==> src/rtl/gpss_pkg.sv <==
// Package: constants and types shared by the status and service logic
package gpss_pkg;
	// Status byte field positions
	localparam int STAT_SELFTEST = 7;
	localparam int STAT_RQS = 6;
	localparam int STAT_ERR = 5;
	localparam int STAT_READY = 4;
	localparam int STAT_LINK = 3;
	localparam int STAT_PANEL = 2;
	localparam int STAT_LOCK = 1;
	localparam int STAT_BADCMD = 0;
	// Status reset value and the combined event patterns
	localparam logic [7:0] STAT_RST = 8'h00;
	localparam logic [7:0] PAT_FAIL = 8'he0;
	localparam logic [7:0] PAT_BADCMD = 8'h61;
	localparam logic [7:0] PAT_LOCK = 8'h62;
	localparam logic [7:0] PAT_PANEL = 8'h64;
	localparam logic [7:0] PAT_LINK = 8'h08;
	localparam logic [7:0] PAT_READY = 8'h10;
	localparam logic [7:0] PAT_READY_RQS = 8'h50;
	// Bits that survive a device clear
	localparam logic [7:0] DCL_KEEP = 8'h10;
	// Command framing characters
	localparam logic [7:0] CH_SEMI = 8'h3b;
	localparam logic [7:0] CH_LF = 8'h0a;
	localparam int CMD_LEN = 3;
	// Command table: three-character name and key code
	localparam int ROM_AW = 3;
	localparam int ROM_DEPTH = 8;
	localparam logic [31:0] CMD_TABLE [0:ROM_DEPTH-1] = '{
		32'h54_52_30_01, 32'h54_52_31_02, 32'h54_52_32_03, 32'h54_52_33_04,
		32'h4c_46_30_10, 32'h46_52_30_11, 32'h5a_4c_56_20, 32'h45_58_43_21};
	typedef enum logic [1:0] {CD_IDLE, CD_NAME, CD_LOOK, CD_DATA} gpss_cd_e;
endpackage

==> src/rtl/gpss_rom_if.sv <==
// Interface: lookup path between command decoder and command table
`timescale 1ns/1ps
interface gpss_rom_if;
	logic [gpss_pkg::ROM_AW-1:0] idx;
	logic [31:0] entry;
	modport user (output idx, input entry);
	modport rom (input idx, output entry);
endinterface

==> src/rtl/gpss_cmd_rom.sv <==
// Command name table with registered read data
`timescale 1ns/1ps
module gpss_cmd_rom import gpss_pkg::*; (
	input wire logic ref_clk_in,
	gpss_rom_if.rom rom
);
	logic [31:0] entry_r;
	logic [31:0] entry_nxt;

	always_comb begin
		entry_nxt = CMD_TABLE[rom.idx];
	end

	always_ff @(posedge ref_clk_in) begin
		entry_r <= entry_nxt;
	end

	assign rom.entry = entry_r;
endmodule

==> src/rtl/gpss_status_top.sv <==
// Serial poll status, service request and bus command intake
//
// Behaviour
// - Interface clear drops talker and listener addressing
// - Interface clear keeps queued data untouched
// - Interface clear abandons command decoding in progress
// - Interface clear leaves status and setup alone
// - Status byte fields at bits seven to zero
// - Bad command sets bit0, error, request
// - Lockout by other module sets bit1, error
// - Panel use in remote sets bit2, goes local
// - Status updates OR into existing byte
// - Link or slave mode sets bit three
// - Only device clear resets non-ready bits, except request on a full readout without error
// - Ready bit clears when all data read
// - Full readout without error releases request
// - Failure or bad command shows request message
// - Other requests leave display, may raise request
// - Ready, ready-with-request and failure byte patterns
// - Three-character commands become key sequences
// - Printed-output mode ignores all bus commands
// - Serial poll drives current status byte
// - Request line asserted while service needed
`timescale 1ns/1ps
module gpss_status_top import gpss_pkg::*; (
	input wire logic ref_clk_in,
	input wire logic srst_in,
	input wire logic ifc_in,
	input wire logic talk_addr_in,
	input wire logic listen_addr_in,
	output logic talker_out,
	output logic listener_out,
	input wire logic dev_clear_in,
	input wire logic spoll_active_in,
	output logic [7:0] spoll_data_out,
	output logic spoll_oe_out,
	output logic srq_out,
	output logic srq_oe_out,
	input wire logic selftest_fail_in,
	input wire logic lockout_in,
	input wire logic remote_in,
	input wire logic panel_access_in,
	input wire logic link_busy_in,
	input wire logic data_avail_in,
	input wire logic all_read_in,
	input wire logic srq_on_data_in,
	output logic go_local_out,
	output logic srq_display_out,
	input wire logic printed_mode_in,
	input wire logic cmd_valid_in,
	input wire logic [7:0] cmd_char_in,
	output logic cmd_ready_out,
	output logic key_valid_out,
	output logic [7:0] key_code_out,
	output logic key_data_valid_out,
	output logic [7:0] key_data_out
);
	logic ifc_lvl;
	gpss_rom_if rom_bus ();

	gpss_sync3 u_ifc_sync (
		.ref_clk_in(ref_clk_in),
		.srst_in(srst_in),
		.pin_in(ifc_in),
		.level_out(ifc_lvl)
	);

	gpss_cmd_rom u_rom (
		.ref_clk_in(ref_clk_in),
		.rom(rom_bus)
	);

	////////////////////////////////////////////////////////////////////////////////
	// Bus addressing

	logic talker_r, listener_r, talker_nxt, listener_nxt;

	always_comb begin
		talker_nxt = talker_r | talk_addr_in;
		listener_nxt = listener_r | listen_addr_in;
		if (ifc_lvl) begin
			talker_nxt = 1'b0;
			listener_nxt = 1'b0;
		end
	end

	always_ff @(posedge ref_clk_in) begin
		if (srst_in) begin
			talker_r <= 1'b0;
			listener_r <= 1'b0;
		end else begin
			talker_r <= talker_nxt;
			listener_r <= listener_nxt;
		end
	end

	assign talker_out = talker_r;
	assign listener_out = listener_r;

	////////////////////////////////////////////////////////////////////////////////
	// Command decoder

	gpss_cd_e cd_r, cd_nxt;
	logic [23:0] name_r, name_nxt;
	logic [1:0] cnt_r, cnt_nxt;
	logic [ROM_AW-1:0] idx_r, idx_nxt, chk_r, chk_nxt;
	logic look_vld_r, look_vld_nxt;
	logic drop_r, drop_nxt;
	logic kv_r, kv_nxt, kdv_r, kdv_nxt;
	logic [7:0] kc_r, kc_nxt, kd_r, kd_nxt;
	logic bad_evt, take, term;

	// Lookup stalls intake so the table scan never loses a character
	assign cmd_ready_out = (cd_r != CD_LOOK);
	assign take = cmd_valid_in && cmd_ready_out;
	assign term = (cmd_char_in == CH_SEMI) || (cmd_char_in == CH_LF);
	assign rom_bus.idx = idx_r;

	always_comb begin
		cd_nxt = cd_r;
		name_nxt = name_r;
		cnt_nxt = cnt_r;
		idx_nxt = idx_r;
		chk_nxt = chk_r;
		look_vld_nxt = 1'b0;
		drop_nxt = drop_r;
		kv_nxt = 1'b0;
		kc_nxt = kc_r;
		kdv_nxt = 1'b0;
		kd_nxt = kd_r;
		bad_evt = 1'b0;
		case (cd_r)
			CD_IDLE, CD_NAME: begin
				if (take && term) begin
					// Name cut short by a terminator is a bad command
					bad_evt = (cd_r == CD_NAME);
					cd_nxt = CD_IDLE;
					cnt_nxt = 2'd0;
				end else if (take) begin
					name_nxt = {name_r[15:0], cmd_char_in};
					cnt_nxt = cnt_r + 2'd1;
					cd_nxt = CD_NAME;
					if (cnt_r == 2'(CMD_LEN - 1)) begin
						cd_nxt = CD_LOOK;
						cnt_nxt = 2'd0;
						idx_nxt = '0;
					end
				end
			end
			CD_LOOK: begin
				// Table data lags the index by one cycle
				look_vld_nxt = 1'b1;
				chk_nxt = idx_r;
				idx_nxt = idx_r + 1'b1;
				if (look_vld_r && rom_bus.entry[31:8] == name_r) begin
					kv_nxt = 1'b1;
					kc_nxt = rom_bus.entry[7:0];
					drop_nxt = 1'b0;
					cd_nxt = CD_DATA;
				end else if (look_vld_r && chk_r == ROM_AW'(ROM_DEPTH - 1)) begin
					bad_evt = 1'b1;
					drop_nxt = 1'b1;
					cd_nxt = CD_DATA;
				end
			end
			CD_DATA: begin
				if (take && term) begin
					cd_nxt = CD_IDLE;
				end else if (take && !drop_r) begin
					kdv_nxt = 1'b1;
					kd_nxt = cmd_char_in;
				end
			end
			default: begin
				cd_nxt = CD_IDLE;
			end
		endcase
		if (printed_mode_in) begin
			// Characters are still accepted so the bus never hangs
			cd_nxt = CD_IDLE;
			cnt_nxt = 2'd0;
			kv_nxt = 1'b0;
			kdv_nxt = 1'b0;
			bad_evt = 1'b0;
		end
		if (ifc_lvl) begin
			// Only the decoder is reset; data queues stay intact
			cd_nxt = CD_IDLE;
			cnt_nxt = 2'd0;
			kv_nxt = 1'b0;
			kdv_nxt = 1'b0;
			bad_evt = 1'b0;
		end
	end

	always_ff @(posedge ref_clk_in) begin
		if (srst_in) begin
			cd_r <= CD_IDLE;
			name_r <= 24'h000000;
			cnt_r <= 2'd0;
			idx_r <= '0;
			chk_r <= '0;
			look_vld_r <= 1'b0;
			drop_r <= 1'b0;
			kv_r <= 1'b0;
			kc_r <= 8'h00;
			kdv_r <= 1'b0;
			kd_r <= 8'h00;
		end else begin
			cd_r <= cd_nxt;
			name_r <= name_nxt;
			cnt_r <= cnt_nxt;
			idx_r <= idx_nxt;
			chk_r <= chk_nxt;
			look_vld_r <= look_vld_nxt;
			drop_r <= drop_nxt;
			kv_r <= kv_nxt;
			kc_r <= kc_nxt;
			kdv_r <= kdv_nxt;
			kd_r <= kd_nxt;
		end
	end

	assign key_valid_out = kv_r;
	assign key_code_out = kc_r;
	assign key_data_valid_out = kdv_r;
	assign key_data_out = kd_r;

	////////////////////////////////////////////////////////////////////////////////
	// Status byte and service request

	logic [7:0] stat_r, stat_nxt, set_v, clr_v;
	logic disp_r, disp_nxt, local_r, local_nxt, avail_d_r;
	logic [7:0] sp_r, sp_nxt;
	logic sp_oe_r, sp_oe_nxt;
	logic data_rise, panel_evt;

	assign data_rise = data_avail_in && !avail_d_r;
	assign panel_evt = panel_access_in && remote_in;

	always_comb begin
		set_v = 8'h00;
		clr_v = 8'h00;
		if (selftest_fail_in) set_v = set_v | PAT_FAIL;
		if (bad_evt) set_v = set_v | PAT_BADCMD;
		if (lockout_in) set_v = set_v | PAT_LOCK;
		if (panel_evt) set_v = set_v | PAT_PANEL;
		if (link_busy_in) set_v = set_v | PAT_LINK;
		if (data_rise) begin
			set_v = set_v | (srq_on_data_in ? PAT_READY_RQS : PAT_READY);
		end
		if (dev_clear_in) clr_v = ~DCL_KEEP;
		if (all_read_in) begin
			clr_v[STAT_READY] = 1'b1;
			if (!stat_r[STAT_ERR]) clr_v[STAT_RQS] = 1'b1;
		end
		// Sets win over clears and accumulate rather than overwrite
		stat_nxt = (stat_r & ~clr_v) | set_v;
		// Interface clear is deliberately absent here
		disp_nxt = (disp_r && !dev_clear_in) || selftest_fail_in || bad_evt;
		local_nxt = panel_evt;
		sp_nxt = stat_r;
		sp_oe_nxt = spoll_active_in;
	end

	always_ff @(posedge ref_clk_in) begin
		if (srst_in) begin
			stat_r <= STAT_RST;
			disp_r <= 1'b0;
			local_r <= 1'b0;
			avail_d_r <= 1'b0;
			sp_r <= 8'h00;
			sp_oe_r <= 1'b0;
		end else begin
			stat_r <= stat_nxt;
			disp_r <= disp_nxt;
			local_r <= local_nxt;
			avail_d_r <= data_avail_in;
			sp_r <= sp_nxt;
			sp_oe_r <= sp_oe_nxt;
		end
	end

	assign spoll_data_out = sp_r;
	assign spoll_oe_out = sp_oe_r;
	// Open-drain request line: pulled low while service is wanted
	assign srq_out = 1'b0;
	assign srq_oe_out = stat_r[STAT_RQS];
	assign go_local_out = local_r;
	assign srq_display_out = disp_r;
endmodule

==> src/rtl/gpss_sync3.sv <==
// Three-stage pin synchroniser with agreement filter
`timescale 1ns/1ps
module gpss_sync3 (
	input wire logic ref_clk_in,
	input wire logic srst_in,
	input wire logic pin_in,
	output logic level_out
);
	logic s1_r, s2_r, s3_r, lvl_r;
	logic lvl_nxt;

	always_comb begin
		// A change counts only once the last two stages agree
		lvl_nxt = (s2_r == s3_r) ? s3_r : lvl_r;
	end

	always_ff @(posedge ref_clk_in) begin
		if (srst_in) begin
			s1_r <= 1'b0;
			s2_r <= 1'b0;
			s3_r <= 1'b0;
			lvl_r <= 1'b0;
		end else begin
			s1_r <= pin_in;
			s2_r <= s1_r;
			s3_r <= s2_r;
			lvl_r <= lvl_nxt;
		end
	end

	assign level_out = lvl_r;
endmodule

==> config.mk <==
export PLATFORM = sky130hd
export DESIGN_NAME = gpss_status_top
export DESIGN_NICKNAME = d
export VERILOG_FILES = /design/src/rtl/gpss_pkg.sv /design/src/rtl/gpss_rom_if.sv /design/src/rtl/gpss_cmd_rom.sv /design/src/rtl/gpss_status_top.sv /design/src/rtl/gpss_sync3.sv
export SDC_FILE = /design/constraint.sdc
export NUM_CORES = 1
export LEC_CHECK = 0
export BUFFER_PORTS_ARGS = -buffer_cell sky130_fd_sc_hd__buf_2
export CAP_MARGIN = 25
export CORE_ASPECT_RATIO = 1.25
export CORE_MARGIN = 10
export CORE_UTILIZATION = 50
export CTS_CLUSTER_SIZE = 40
export DETAILED_ROUTE_END_ITERATION = 8
export HOLD_SLACK_MARGIN = 0.03
export PLACE_DENSITY = 0.78
export SYNTH_ARGS = -nofsm -noshare
export SYNTH_HDL_FRONTEND = slang
export SYNTH_SLANG_ARGS = --single-unit
==> constraint.sdc <==
create_clock -name ref_clk_in -period 2.3 [get_ports ref_clk_in]
set_input_delay 0.23 -clock ref_clk_in [delete_from_list [all_inputs] [get_ports ref_clk_in]]
set_output_delay 0.23 -clock ref_clk_in [all_outputs]
set_load 0.01 [all_outputs]
==> results of run 1 <==
## flip-flops by register name (all words and copies together) (netlist names), 2 cells and up
signal,count
name_r,24
u_rom.rom.entry,16
key_data_out,8
sp_nxt,8
spoll_data_out,8
key_code_out,5
chk_r,3
idx_r,3
cd_r,2
cnt_r,2
## power breakdown
group	switching, uW	internal, uW	leakage, uW
Clock	530	491	0.0000919
Sequential	23.2	1650	0.000757
Combinational	98.2	67.5	0.000801
Total	651	2210	0.00165
## critical path, delay by kind of cell (launching register included)
kind | cells | cell delay, ns
simple gates | 3 | 1.33
compound gates | 2 | 0.37
flops | 1 | 0.33
## kinds of logic (layout without fill, tap and decap cells)
group	after synthesis	in the layout	synth area share, %
muxes	8	8	2.35
adders and majority gates	2	2	0.734
AOI/OAI and AO/OA	70	70	12.1
buffers and inverters	28	82	3.60
xor gates and xnor gates	14	14	3.60
DFF	93	93	54.6
and+or+nand+nor	163	163	22.8
other	1	4	0.110
## Yosys cell counts (all sizes together)
master | n | area, um^2
a2111oi | 1 | 8.76
a211o | 1 | 8.76
a21o | 2 | 15.0
a21oi | 45 | 225
a221oi | 1 | 8.76
a22oi | 1 | 7.51
a311oi | 1 | 8.76
a31oi | 3 | 18.8
a32oi | 1 | 8.76
and2 | 3 | 18.8
and3 | 2 | 12.5
and4b | 1 | 10.0
buf | 8 | 47.6
clkbuf | 14 | 52.6
conb | 1 | 3.75
dfxtp | 93 | 1860
ha | 2 | 25.0
inv | 6 | 22.5
mux2i | 8 | 80.1
nand2 | 67 | 251
nand2b | 3 | 18.8
nand3 | 5 | 25.0
nand3b | 1 | 7.51
nand4 | 6 | 37.5
nand4b | 1 | 8.76
nor2 | 32 | 123
nor2b | 20 | 125
nor3 | 8 | 40.0
nor3b | 1 | 7.51
nor4 | 4 | 25.0
nor4b | 2 | 17.5
o211a | 2 | 20.0
o211ai | 1 | 7.51
o21ai | 4 | 20.0
o21ba | 1 | 10.0
o21bai | 1 | 7.51
o31ai | 5 | 37.5
or2 | 2 | 12.5
or3 | 3 | 18.8
or4 | 2 | 18.8
xnor2 | 1 | 8.76
xor2 | 13 | 114
## layout by cell type (no fill, tap or decap), types with 4 or more instances in the layout
| cell | Yosys | layout |
|---|---|---|
| dfxtp_1 | 93 | 93 |
| nor3_1 | 8 | 8 |
| mux2i_1 | 8 | 8 |
| nand3_1 | 5 | 5 |
| nor2b_1 | 20 | 20 |
| buf_4 | 4 | 6 |
| o31ai_1 | 5 | 5 |
| nor4_1 | 4 | 4 |
| buf_2 | 2 | 54 |
| nand4_1 | 6 | 6 |
| a21oi_1 | 45 | 45 |
| xor2_1 | 13 | 13 |
| clkbuf_8 | 0 | 9 |
| nand2_1 | 67 | 67 |
| conb_1 | 1 | 4 |
| inv_1 | 6 | 6 |
| nor2_1 | 31 | 31 |
## routing by layer
| metal | GRT usage (%) | part of all wire, % | vias to the layer above |
|---|---|---|---|
| met3 | 4.07 | 6.3 | 6 |
| li1 | - | - | 1384 |
| met2 | 23.3 | 47 | 63 |
| met5 | 0 | 0 | - |
| met4 | 5.79 | 1.1 | 0 |
| met1 | 17.4 | 45 | 1281 |
## area by class of cell
| class | count | area share [%] |
|---|---|---|
| clock buffer | 10 | 3.23 |
| clock inverter | 5 | 1.33 |
| inverter | 6 | 0.570 |
| multi-input combinational | 261 | 36.5 |
| sequential | 93 | 47.1 |
| tap | 87 | 2.76 |
| timing repair buffer | 61 | 8.49 |
## final timing paths
path | to | slack (ns)
setup reg to reg | key_code_out[0]$_SDFFE_PP0P_ | 0.13
hold / removal | u_ifc_sync.s1_r$_SDFF_PP0_ | 0.08
setup / recovery | key_code_out[0]$_SDFFE_PP0P_ | 0.13
hold reg to reg | u_ifc_sync.s2_r$_SDFF_PP0_ | 0.45
## stage by stage
step	power (uW)	area, um^2
floorplan	1810	3420
global placement	1870	3760
detailed placement	1880	3770
CTS	2880	3950
global route	2970	3950
finish	2860	3950
==> results.txt, run 1 <==
- For this design the static power due to leakage is 0.00165 uW.
- Number of gates resized after CTS: 0
* Non-filler cells in the finished layout: 523
* Die width: 93.8 um
* Total clock buffers created by CTS: 9
- Vias in the first global route: 2608
- Antenna cells: 0
* Min cycle time layout: 2.17 ns
- Insertion delay to the later sink of the worst-skew pair: 0.35 ns
- The clock arrives with 0.00674 ns of skew.
* Stage delay of the slowest cell on the critical path: 0.56 ns
- Total via count after detailed routing: 2734
* Number of clock sinks: 93
- Largest net degree at the start of global routing: 37
* Critical path data arrival time: 2.38 ns
- Classification of the worst-slack hold path: in2reg
- The floorplan step defined a die boundary enclosing 10500 um^2.
- The number of cells on the worst reg-to-reg path is 5.
- Setup violations remaining at the end of the flow were counted as 0.
- During I/O placement, the number of pins put on the boundary was 59.
- Cell type of the slowest stage on the worst timing path: or4_1
- Worst Slack Setup Final: 0.132 ns
* Headroom to the max-slew limit: 58.4%
* Count of placed standard cells including taps: 508
- The core region is 6610 um^2.
* Count of cells along the worst hold path: 2
* Overall track demand over capacity in global routing: 14.4%
- For this block, the initial DRC count from the detailed router was 127.
* Total DRC errors in the routed layout: 0
- Peak supply drop: 0.564 mV
* Synthesis warning total: 0
- The count of final hold-check violations is 0.
- TritonCTS built the clock tree.
- Number of cells produced by synthesis: 379
* Layout area overhead: 15.9%
- Post-CTS setup-driven buffer insertion count: 0
* Slew Limit Fails: 0
- Fin crit share: 94.3%
- The flow ran to the end, and the final reports show no timing, DRC or antenna violations.
- Distinct cells, synth: 47
- Initial Util: 51.6%
- After detailed routing, the average wire length per cell comes to 14.2 um.
- Once detailed placement completed, the half-perimeter wirelength came to 5440 um.
* Worst Setup Path Type: reg2reg
- Summing all multi-input logic gate instances after layout gives 1440 um^2.
- Chip height: 112 um
* Hold WS: 0.0795 ns
* Detail-routed via count per cell: 5.23
* Detail Route Antenna Nets: 0
- For the worst setup path, the data required time is 2.52 ns.
- Count of TritonRoute iterations in the first routing pass: 5
- In the final design database the tool counted 459 nets.
* Count of H-tree levels built during CTS: 3
- The congestion estimate from routability-driven global placement came to 0.769.
* RSZ-0062 raised after global routing: no
* Crit path launch type: register
- Maximum clock frequency: 461 MHz
- Before CTS, the worst setup slack after placement is 0.186 ns.
* Total grt overflow: 0
* Crit path capture type: register
* Worst Tran Pin Value: 0.615 ns
* Rows: 33
- After clock tree synthesis, the clock-pin slew on the worst setup and hold paths is 0.08 ns.
- In this run the power density over the cells is 724 nW/um^2.
- The first global-routing pass estimated 12400 um of wire.
- Buffers placed on the I/O ports in this run total 54.
- Fill cells in the final layout number 617.
- Worst setup startpoint: name_r[15]$_SDFFE_PP0P_
- Of the synthesized area, sequential elements account for 54.6%.
- Ratio of cells with drive above 1 in the final layout: 18.1%
- The synthesized netlist occupies a cell area of 3410 um^2.
- Maximum fanout encountered on the critical timing path: 6
- Startpoint of the lowest-slack register-to-register path: name_r[15]$_SDFFE_PP0P_
- The startpoint identified for the worst hold timing path is ifc_in.
- Post-Route Setup TNS: 0 ns
- In this run, post-CTS hold repair placed 0 buffers.
- The number of antenna violations at the first check in global routing came to 0.
* Detailed-route wire length: 7420 um
- Maximum count of clock buffers along a single path: 2
* Number of violations of the max-capacitance limit: 0
* CP cell instances: or4_1, or4_4, or2_1, o31ai_1, a21oi_1
* Post-Syn Area per Cell: 8.99 um^2
- Counting flops and latches in the post-synthesis netlist gives 93.
- Once layout is complete, the utilization of the core stands at 59.8%.
- Clock root buffer: clkbuf_8
* Area taken by flip-flops and latches: 1860 um^2
Power figures use the tool's default switching activity.
==> run 2, diff against run 1 <==
Settings changed: CTS_BUF_LIST from default to sky130_fd_sc_hd__clkbuf_16.
==> results.txt, run 2 (same netlist as run 1, synthesis figures left out) <==
* Area post-placement: 3770 um^2 (unchanged)
* Post-Route Setup TNS: 0 ns (unchanged)
- The worst endpoint required time came to 2.50 ns (-0.02 ns).
- Overall track demand over capacity in global routing: 14.5% (+0.16 points)
- Total clock buffers created by CTS: 9 (unchanged)
- The final number of setup-violating endpoints is 0 (unchanged).
* Result of the run: complete, no violations
* Critical path data arrival time: 2.31 ns (-0.07 ns)
- The number of ports placed on the die boundary came to 59 (unchanged).
- Core outline area: 6610 um^2 (unchanged)
- The total number of vias is 2744 (+0.37%).
- Port Buffers: 54 (unchanged)
* Count of TritonRoute iterations in the first routing pass: 4 (-1)
- Initial Util: 51.6% (unchanged)
- Final HPWL DP: 5440 um (unchanged)
* Most common cell after layout, fill and taps aside: dfxtp_1
- Starting DRC count in detailed routing: 136 (+7.1%)
- The peak supply drop was 0.597 mV (+5.8%).
- The number of nets in the final layout came to 459 (unchanged).
- RSZ-0062 raised after global routing: no
* Maximum fanout encountered on the critical timing path: 6 (unchanged)
- Insertion delay to the later sink of the worst-skew pair: 0.34 ns (about the same)
- Counting flops per register, the top entry is name_r.
- Classification of the worst-slack hold path: in2reg
* Layout area overhead: 18.9%
- Total die area: 10500 um^2 (unchanged)
- Worst Setup Path Type: reg2reg
- The post-route total power is 3240 uW (+14%).
* Routed wire length per instance: 14.5 um (+1.9%)
- Rows: 33 (unchanged)
- Antenna cells: 0 (unchanged)
- Fin crit share: 92.2% (-2.1 points)
- The transition at the pin with the smallest max-transition slack was 0.637 ns (+0.0213 ns).
- The final antenna-violating net count is 0 (unchanged).
- Total DRC errors in the routed layout: 0 (unchanged)
- The number of post-CTS setup repair buffers was 0 (unchanged).
* Number of gates resized after CTS: 0 (unchanged)
- The leakage power total came to 0.00170 uW (+3.1%).
* Number of violations of the max-capacitance limit: 0 (unchanged)
* Placer congestion estimate: 0.769 (unchanged)
- The count of final hold-check violations was 0 (unchanged).
- The post-route cell area was 4050 um^2 (+2.6%).
* Routed length on met3: 455 um (-2.6%)
- Non-filler cells in the finished layout: 523 (unchanged)
- The average via count per standard cell is 5.25 (+0.37%).
- The worst max-slew margin expressed relative to the limit was 57.5% (-0.85 points).
- Power density cells: 801 nW/um^2 (+11%)
- Total grt overflow: 0 (unchanged)
* Clock root buffer: clkbuf_16
- The highest clock frequency the design can meet was 472 MHz (+2.3%).
* Ratio of cells with drive above 1 in the final layout: 18.1% (unchanged)
* Count of H-tree levels built during CTS: 3 (unchanged)
- Die width: 93.8 um (unchanged)
- Chip height: 112 um (unchanged)
- Number of antenna violations at the first check in global routing: 0 (unchanged)
* Maximum count of clock buffers along a single path: 2 (unchanged)
* Clock tree from TritonCTS: built
- Count of placed standard cells including taps: 508 (unchanged)
- Amount of wire on met2 after detailed routing: 3650 um (+3.6%)
- The final clock skew was 0.00584 ns (-0.000905 ns).
- Detailed-route wire length: 7560 um (+1.9%)
* Worst Slack Setup Final: 0.181 ns (+0.0490 ns)
* Crit path capture type: register
- The clock-pin transition on the worst setup and hold timing paths came to 0.06 ns (-0.02 ns).
- The filler cell count came to 595 (-3.6%).
- Vias in the first global route: 2630 (+0.84%)
- The detailed router used layers up to and including met4.
* Number of hold buffers added after cts: 0 (unchanged)
- Crit path launch type: register
- The clock sink total was 93 (unchanged).
- The pin count of the biggest net entering global routing is 37 (unchanged).
- The minimum clock period was 2.12 ns (-0.0490 ns).
* Max reg flops: 24 (unchanged)
- The wire length of the first global-routing pass is 12500 um (+0.90%).
* Most frequent cells in the layout: 93 x dfxtp_1, 67 x nand2_1, 54 x buf_2
- Worst slack at placement: 0.186 ns (unchanged)
* Slew Limit Fails: 0 (unchanged)
- The met1 wire length is 3360 um (about the same).
[run 2: path summary, 6_finish.rpt]
check,from,depth (start not counted),slack [ns],to
max,name_r[15]$_SDFFE_PP0P_,5,0.18,key_code_out[1]$_SDFFE_PP0P_
min,ifc_in,2,0.10,u_ifc_sync.s1_r$_SDFF_PP0_
max reg2reg,name_r[15]$_SDFFE_PP0P_,5,0.18,key_code_out[1]$_SDFFE_PP0P_
min reg2reg,u_ifc_sync.s1_r$_SDFF_PP0_,1,0.44,u_ifc_sync.s2_r$_SDFF_PP0_
[run 2: final cells by class]
type                            instances  area, um^2  share of cell area, %
Multi-Input combinational cell        261        1440                   35.6
Clock buffer                            9         225                   5.56
Inverter                                6        22.5                  0.556
Sequential cell                        93        1860                   46.0
Timing Repair Buffer                   61         335                   8.28
Tap cell                               87         109                   2.69
Clock inverter                          6        56.3                   1.39
[run 2: per-stage QoR]
step,hold WS (ns),utilization (%)
after floorplan,0.309,-
after global placement,0.425,56.9
after detailed placement,0.436,57.0
after CTS,0.0973,61.3
after global routing,0.110,61.3
final,0.102,61.3
[run 2: layer usage]
layer / vias up / track usage (%)
met5: - / 0
met4: 0 / 7.41
met3: 6 / 3.47
met2: 62 / 23.4
met1: 1293 / 17.5
li1: 1383 / -
[run 2: critical path, stage by stage (launching register included)]
cell     delay (ns)
dfxtp_1        0.32
or4_1          0.56
or4_4          0.45
or2_1          0.31
o31ai_1        0.24
a21oi_1        0.09
[run 2: power by group]
group	internal, uW	switching [uW]
sequential	1650	23.4
combinational	67.5	98.6
clock	825	579
total	2540	701
